**config.mk**
```make
export PLATFORM = sky130hd
export DESIGN_NAME = periodic_down_timer
export DESIGN_NICKNAME = d
export VERILOG_FILES = /design/src/periodic_down_timer_pkg.sv /design/src/periodic_down_timer.sv
export SDC_FILE = /design/constraint.sdc
export NUM_CORES = 1
export LEC_CHECK = 0
export ABC_AREA = 0
export BUFFER_PORTS_ARGS = -buffer_cell sky130_fd_sc_hd__buf_2
export CAP_MARGIN = 5
export CORE_MARGIN = 1
export CORE_UTILIZATION = 39
export CTS_CLUSTER_DIAMETER = 80
export DETAILED_ROUTE_END_ITERATION = 7
export HOLD_SLACK_MARGIN = 0.15
export SLEW_MARGIN = 20
export SYNTH_ARGS = -nofsm -noshare
export SYNTH_HDL_FRONTEND = slang
export SYNTH_SLANG_ARGS = --single-unit
```
**constraint.sdc**
```tcl
create_clock -name clock -period 2.95 [get_ports clock]
set_clock_uncertainty 0.05 [all_clocks]
set_input_delay 0.4425 -clock clock [delete_from_list [all_inputs] [get_ports clock]]
set_output_delay 0.4425 -clock clock [all_outputs]
set_load 0.02 [all_outputs]
```
**src/periodic_down_timer_pkg.sv**
```systemverilog
// package: constants and carrier types for the periodic down timer
package periodic_down_timer_pkg;
    localparam int          CLOCK_PERIOD_NS = 8;
    localparam int          TICK_PERIOD_US  = 100;
    localparam int          TICK_CYCLES     = (TICK_PERIOD_US * 1000) / CLOCK_PERIOD_NS;
    localparam logic [15:0] COUNT_RESET     = 16'hFFFF;
    localparam logic [15:0] COUNT_ZERO      = 16'h0000;

    // software-side register writes and enables
    typedef struct packed {
        logic        runEnable;
        logic        irqEnable;
        logic        preloadWrite;
        logic [15:0] preloadData;
        logic        flagClear;
    } timer_ctrl_t;

    // timer state shown to software
    typedef struct packed {
        logic [15:0] timerCount;
        logic [15:0] preloadValue;
        logic        timerWrapFlag;
        logic        hostIrq;
    } timer_stat_t;
endpackage

```
**src/periodic_down_timer.sv**
```systemverilog
// module: 16-bit periodic down timer with sticky wrap flag and host interrupt
`timescale 1ns/1ns
`default_nettype none
// Summary of operation
// - each decrement of the count happens once per 100 microsecond tick.
// - setting run enable loads preload into count, then counting down starts.
// - reset or run enable falling forces the count to FFFFh.
// - preload value may be written at any time regardless of run enable.
// - while enabled count decrements; a preload write restarts from the new value.
// - at 0000h count wraps to FFFFh, sets wrap flag, keeps counting.
// - wrap flag and interrupt only set when interrupt enable is set at wrap.
// - wrap flag is sticky; writing one clears it, zero leaves it.
module periodic_down_timer #(
    parameter int TICK_CYCLES = periodic_down_timer_pkg::TICK_CYCLES
) (
    // clock and reset
    input  wire logic                                clock,
    input  wire logic                                reset,
    // software controls
    input  wire periodic_down_timer_pkg::timer_ctrl_t ctrl,
    // software-visible state
    output var  periodic_down_timer_pkg::timer_stat_t stat
);
    // prescaler width; a one-cycle tick still needs a bit of state
    localparam int TW = (TICK_CYCLES > 1) ? $clog2(TICK_CYCLES) : 1;

    logic [TW-1:0] tickCount_q;
    logic [TW-1:0] tickCount_d;
    logic [15:0]   count_q;
    logic [15:0]   count_d;
    logic [15:0]   preload_q;
    logic [15:0]   preload_d;
    logic          runEnable_q;
    logic          flag_q;
    logic          flag_d;
    logic          irq_q;
    logic          irq_d;
    wire           tick;
    wire           rise;
    wire           fall;
    wire           wrap;

    // ---------------------------------------------------------------
    // helper functions
    // ---------------------------------------------------------------
    // one step down of a count value; the wrap at zero is decided by the caller
    function automatic logic [15:0] stepDown(input logic [15:0] value);
        return value - 16'h0001;
    endfunction

    // a count value that has reached the terminal value
    function automatic logic atZero(input logic [15:0] value);
        return value == periodic_down_timer_pkg::COUNT_ZERO;
    endfunction

    // ---------------------------------------------------------------
    // tick prescaler and enable edges
    // ---------------------------------------------------------------
    assign tick = runEnable_q && (tickCount_q == TW'(TICK_CYCLES - 1));
    // run enable edges, seen against last cycle's level
    assign rise = ctrl.runEnable && !runEnable_q;
    assign fall = !ctrl.runEnable && runEnable_q;
    // a tick at zero wraps, unless there is a preload write in that cycle, running or not
    assign wrap = tick && atZero(count_q) && !ctrl.preloadWrite;
    // prescaler restarts whenever counting is (re)started
    assign tickCount_d = (!runEnable_q || rise || ctrl.preloadWrite || tick) ? '0 : tickCount_q + TW'(1);

    // ---------------------------------------------------------------
    // count and preload next values
    // ---------------------------------------------------------------
    assign preload_d = ctrl.preloadWrite ? ctrl.preloadData : preload_q;
    // priority of count updates, highest first:
    //   run enable falling forces FFFFh
    //   enable rising, or a preload write while running, loads the preload
    //   a tick at zero wraps round to FFFFh
    //   any other tick steps the count down by one
    // a preload write in the wrap cycle wins, so no flag is raised then;
    // a preload write while stopped only stores the value
    assign count_d = fall ? periodic_down_timer_pkg::COUNT_RESET
                   : (rise || (ctrl.runEnable && ctrl.preloadWrite)) ? preload_d
                   : wrap ? periodic_down_timer_pkg::COUNT_RESET
                   : tick ? stepDown(count_q)
                   : count_q;
    // set wins over a same-cycle clear
    assign flag_d = (wrap && ctrl.irqEnable) || (flag_q && !ctrl.flagClear);
    // interrupt follows flag and enable; a masked flag stays set for polling
    assign irq_d  = flag_d && ctrl.irqEnable;

    // state registers
    always_ff @(posedge clock) begin
        if (reset) begin
            tickCount_q <= '0;
            count_q     <= periodic_down_timer_pkg::COUNT_RESET;
            preload_q   <= periodic_down_timer_pkg::COUNT_RESET;
            runEnable_q <= 1'b0;
            flag_q      <= 1'b0;
            irq_q       <= 1'b0;
        end else begin
            tickCount_q <= tickCount_d;
            count_q     <= count_d;
            preload_q   <= preload_d;
            runEnable_q <= ctrl.runEnable;
            flag_q      <= flag_d;
            irq_q       <= irq_d;
        end
    end

    // outputs straight from flops
    assign stat.timerCount    = count_q;
    assign stat.preloadValue  = preload_q;
    assign stat.timerWrapFlag = flag_q;
    assign stat.hostIrq       = irq_q;

    // ---------------------------------------------------------------
    // checker helper: how long the count stood before each step
    // ---------------------------------------------------------------
    localparam int CW = TW + 1;

    logic [15:0]   lastCount_q;
    logic          restartSeen_q;
    logic [CW-1:0] standCycles_q;
    logic [CW-1:0] standCycles_d;
    wire           restart;
    wire           stepSeen;

    // the count is loaded this cycle, by an enable rise or a running preload write
    assign restart  = ctrl.runEnable && (!runEnable_q || ctrl.preloadWrite);
    // the last edge moved the count one down, or from zero round to FFFFh
    assign stepSeen = (count_q == stepDown(lastCount_q))
                   || (atZero(lastCount_q) && count_q == periodic_down_timer_pkg::COUNT_RESET);
    // edges since the count last changed or was loaded, held at its top value
    assign standCycles_d = (restartSeen_q || count_q != lastCount_q) ? CW'(1)
                         : (&standCycles_q) ? standCycles_q
                         : standCycles_q + CW'(1);

    // helper registers, cleared with the design
    always_ff @(posedge clock) begin
        if (reset) begin
            lastCount_q   <= periodic_down_timer_pkg::COUNT_RESET;
            restartSeen_q <= 1'b0;
            standCycles_q <= '0;
        end else begin
            lastCount_q   <= count_q;
            restartSeen_q <= restart;
            standCycles_q <= standCycles_d;
        end
    end
endmodule
`default_nettype wire

```
## Yosys cells after proc, flatten, opt, wreduce, memory -nomap -nowiden

Index checks and enable logic that the tools add are counted.

- $add $sub $neg: 2
- Equality and inequality tests: 1
- Muxes and demuxes: 4
- Reductions and logical operators: 22

Operators with widths:

| kind | count |
|---|---|
| 16-bit two-way mux | 4 |
| 16-bit zero test | 1 |
| 16-bit by 1-bit subtractor with 16-bit output, second input constant | 1 |
| 14-bit by 1-bit adder with 14-bit output, second input constant | 1 |
| 14-bit == test, second input constant | 1 |
| 1-bit logical AND | 9 |
| 1-bit logical OR | 5 |
| 1-bit zero test | 4 |
| 2-bit OR reduction | 2 |
| 3-bit nonzero test | 1 |

- Bits in registers: 49
- Input port bits: 22
- Output and inout bits: 34
- Word-level logic and storage cells: 35

## Depth between registers and ports, before layout

- Word-level depth: 7
- Mapped depth: 8
- Gate-level depth less buffers: 7

## Least setup slack after synthesis

OpenSTA, ideal clock, no wires.

- Path kind: register to register
- From: reg tickCount_q[0]
- To: reg count_q[4]
- Arrival time: 2.129 ns
- Required time: 2.766 ns
- Path slack: 0.637 ns
- Stages on the path, launching flop included: 7
- Path buffers: 0
- Clock period less this slack: 2.313 ns
- Cell sequence: dfxtp_1 -> ha_1 -> or4b_4 -> or4_4 -> or3_1 -> a21oi_1 -> o21ai_1

- Word-level cells in the longest chain between the ends: 6

RTL lines:

| element | line | text |
|---|---|---|
| start, declared | periodic_down_timer.sv:27 | `logic [TW-1:0] tickCount_q;` |
| start signal, assigned | periodic_down_timer.sv:99 | `tickCount_q <= tickCount_d;` |
| 14-bit == test (*) | periodic_down_timer.sv:59 | `assign tick = runEnable_q && (tickCount_q == TW'(TICK_CYCLES - 1));` |
| 1-bit logical AND (*) | periodic_down_timer.sv:59 |  |
| 1-bit logical AND (2 in a row) | periodic_down_timer.sv:64 | `assign wrap = tick && atZero(count_q) && !ctrl.preloadWrite;` |
| 16-bit two-way mux | periodic_down_timer.sv:81 | `: wrap ? periodic_down_timer_pkg::COUNT_RESET` |
| 16-bit two-way mux | periodic_down_timer.sv:80 | `: (rise \|\| (ctrl.runEnable && ctrl.preloadWrite)) ? preload_d` |
| end signal, assigned | periodic_down_timer.sv:93 | `count_q <= periodic_down_timer_pkg::COUNT_RESET;` |
| end signal, assigned | periodic_down_timer.sv:100 | `count_q <= count_d;` |
| end, declared | periodic_down_timer.sv:29 | `logic [15:0] count_q;` |

Mark *: on every way between the ends. The rest lies on a longest branch, timed or not.
A chain may end at the register's enable or synchronous reset.

## Final worst setup path

- From: reg tickCount_q[0]
- To: reg count_q[9]

Same word-level chain as after synthesis.

==> run_results.csv <==
group,metric,value,unit
cells_and_area,utilization,46.9,%
cells_and_area,final_nets,345,
synthesis,synth_cells,272,
setup_path,startpoint_type,"register",
cts,clock_path_buffers,2,
route,wirelength,5600,um
place,placedCellCount,388,
setup_path,crit_type,"reg2reg",
cts,ctsResizeCount,0,
timing,fin_ws,418,ps
synthesis,synth_nets,297,
cells_and_area,drive_above_1_share,27.2,%
timing,rsz0062_at_grt,"false",
floorplanning,die_h,79.9,um
timing,fin_tns_setup,0,ps
timing,worstMarginPinSlew,541,ps
setup_path,end_kind,"register",
timing,slew_headroom,63.9,%
route,route.antenna.remaining_nets,0,
cells_and_area,nFillCells,610,
timing,final_hold_viol_count,0,
route,wl_per_cell,14.2,um
synthesis,synth_edf_count,0,
setup_path,crit_buf_inv,0,
setup_path,path_max_fanout,15,
timing,drv_slew,0,
synthesis,synth_seq_cells,49,
cts,htreeDepth,2,
cts,cts.sinks,49,
status,status,"finished clean",
setup_path,cpPeakStageDelay,530,ps
route,via_per_inst,5.23,
cts,hold_buffers,0,
synthesis,synth_area,2370,sq um
place,place_worst_setup_slack,418,ps
global_route,antenna_found_initial,0,
setup_path,critPathTopFamily,"simple AND/OR/NAND/NOR gates",
timing,finalCriticalPeriod,2530,ps
setup_path,critPathSlowestCell,"nor4_4",
floorplanning,core-area,5890,sq um
synthesis,ys_seq_area_share,41.4,%
synthesis,yosysTopAreaCell,"dfxtp_1",
floorplanning,initial_core_util,40.2,%
cells_and_area,diodes,0,
cells_and_area,fin_cells,395,
setup_path,path_cells,"ha_1, or4b_4, nor4_4, a31o_2, nor3_1, o31ai_1",
floorplanning,core.rowCount,28,
cells_and_area,areaGrowthSynthToFinish,16.5,%
route,drt-initial-drc-count,117,
synthesis,yosys-top-cells-area,"dfxtp_1 41%, nor2_1 4.0%, mux2i_1 3.8%, nand2b_1 3.2%, nand2_1 3.0%",
setup_path,arrival,2710,ps
setup_path,path_depth,6,
global_route,grt_pass1_wl,9130,um
place,portBuffers,55,
route,vias,2064,
setup_path,startpoint,"tickCount_q[0]",
global_route,grt_pass1_vias,1951,
min_path,hold_path_depth,3,
global_route,grt_max_degree,22,
global_route,grt_usage,18.7,%
cts,post-cts-setup-buffer-count,0,
timing,max_freq,395,MHz
timing,finalCritPeriodShare,85.8,%
cts,cts-root-buf,"clkbuf_8",
power,peakVddDrop,0.199,mV
cts,cts.clk_slew.worst_paths,90,ps
setup_path,worstRegToRegCells,6,
synthesis,synth_warnings,0,
power,power.density,478,nW/um^2
synthesis,yosysTopAreaCellShare,41.4,%
synthesis,ys.flop_type,"dfxtp_1",
timing,setup_violations,0,
route,drc,0,
synthesis,yosysUniqueCellTypes,45,
cts,cts_buffers,5,
place,gp_congestion,0.807,
floorplanning,die_w,79.9,um
place,place_hpwl,3960,um
flow_run,drv_cap,0,
synthesis,synthArstFlopShare,0,%
floorplanning,design.die.area,6390,sq um
cts,insertion_delay,300,ps
min_path,hold_class,"in2reg",
setup_path,worstPathRequired,3130,ps
floorplanning,io_pins,56,
global_route,grt_remaining_overflow,0,
synthesis,synth.avg_cell_area,8.71,sq um
route,drtPass1Iterations,4,
min_path,hp-start,"ctrl[11]",
timing,hold_ws,327,ps
cts,cts_tree,"built",
power,power_leakage,1.05,nW
setup_path,r2r-start,"tickCount_q[0]",
==> cells by family after synthesis <==
kind of cell	synth area share (%)
AOI/OAI and AO/OA	11.7
and+or+nand+nor	29.4
buffers and inverters	4.81
DFF	41.4
adders and majority gates	1.58
muxes	6.66
xor gates and xnor gates	4.44
==> cell usage after synthesis (6+ instances only) <==
library cell and n:
o211ai_1 7, nand3_1 13, nor3_1 13, xor2_1 6
dfxtp_1 49, mux2i_1 9, nor2_1 25, nand2b_1 12
xnor2_1 6, clkbuf_1 10, or3_1 6, o21ai_0 7
nand2_1 19, or2_2 8, o31ai_1 6, mux2_2 6
a21oi_1 9, inv_1 8, o22ai_1 6
==> sequential cells by signal, summed over array words and instances (netlist names) <==
register     cells
tickCount_q     14
preload_q       16
flag_q           1
runEnable_q      1
count_q         16
irq_q            1
==> cells in the final DEF, fill, tap and decap left out, types with 8 or more instances in the layout <==
master    count
nor2_1       25
buf_2        55
nand2_1      19
nand2b_1     12
inv_1         8
mux2i_1       9
a21oi_1       9
nand3_1      13
or2_2         8
nor3_1       13
dfxtp_1      49
==> layout make-up <==
cell class	instances	area (sq um)	area share [%]
Multi-Input combinational cell	199	1270	46.2
Sequential cell	49	981	35.6
Timing Repair Buffer	57	290	10.5
Tap cell	75	93.8	3.40
Clock buffer	6	82.6	2.99
Inverter	8	30.0	1.09
Clock inverter	1	7.51	0.272
==> worst paths after layout <==
check                                       to  slack (ps)
worst min register to register  tickCount_q[0]         400
worst max register to register      count_q[9]         420
worst max-delay path                count_q[9]         420
worst min-delay path             preload_q[10]         330
==> worst register-to-register path, stage by stage (launching register included) <==
cell     delay, ps
dfxtp_1        360
ha_1           220
or4b_4         500
nor4_4         530
a31o_2         460
nor3_1         100
o31ai_1        240
==> metal layers <==
metal | GRT usage (%) | up-vias | wire length, um
met1 | 22.9 | 953 | 2580
met5 | 0 | - | 0
met3 | 3.66 | 7 | 285
met2 | 31.9 | 49 | 2650
met4 | 7.50 | 0 | 75
li1 | - | 1055 | -
==> where the power goes <==
part	switching [mW]	internal, mW	leakage, nW
Combinational	0.112	0.0748	0.610
Clock	0.227	0.186	0.0433
Sequential	0.0283	0.690	0.401
==> metrics by stage <==
stage | cell area (sq um) | power (mW)
detailed placement | 2670 | 0.923
global placement | 2670 | 0.920
finish | 2760 | 1.32
global route | 2760 | 1.39
CTS | 2760 | 1.34
floorplan | 2370 | 0.857
(Power assumes the default switching activity.)
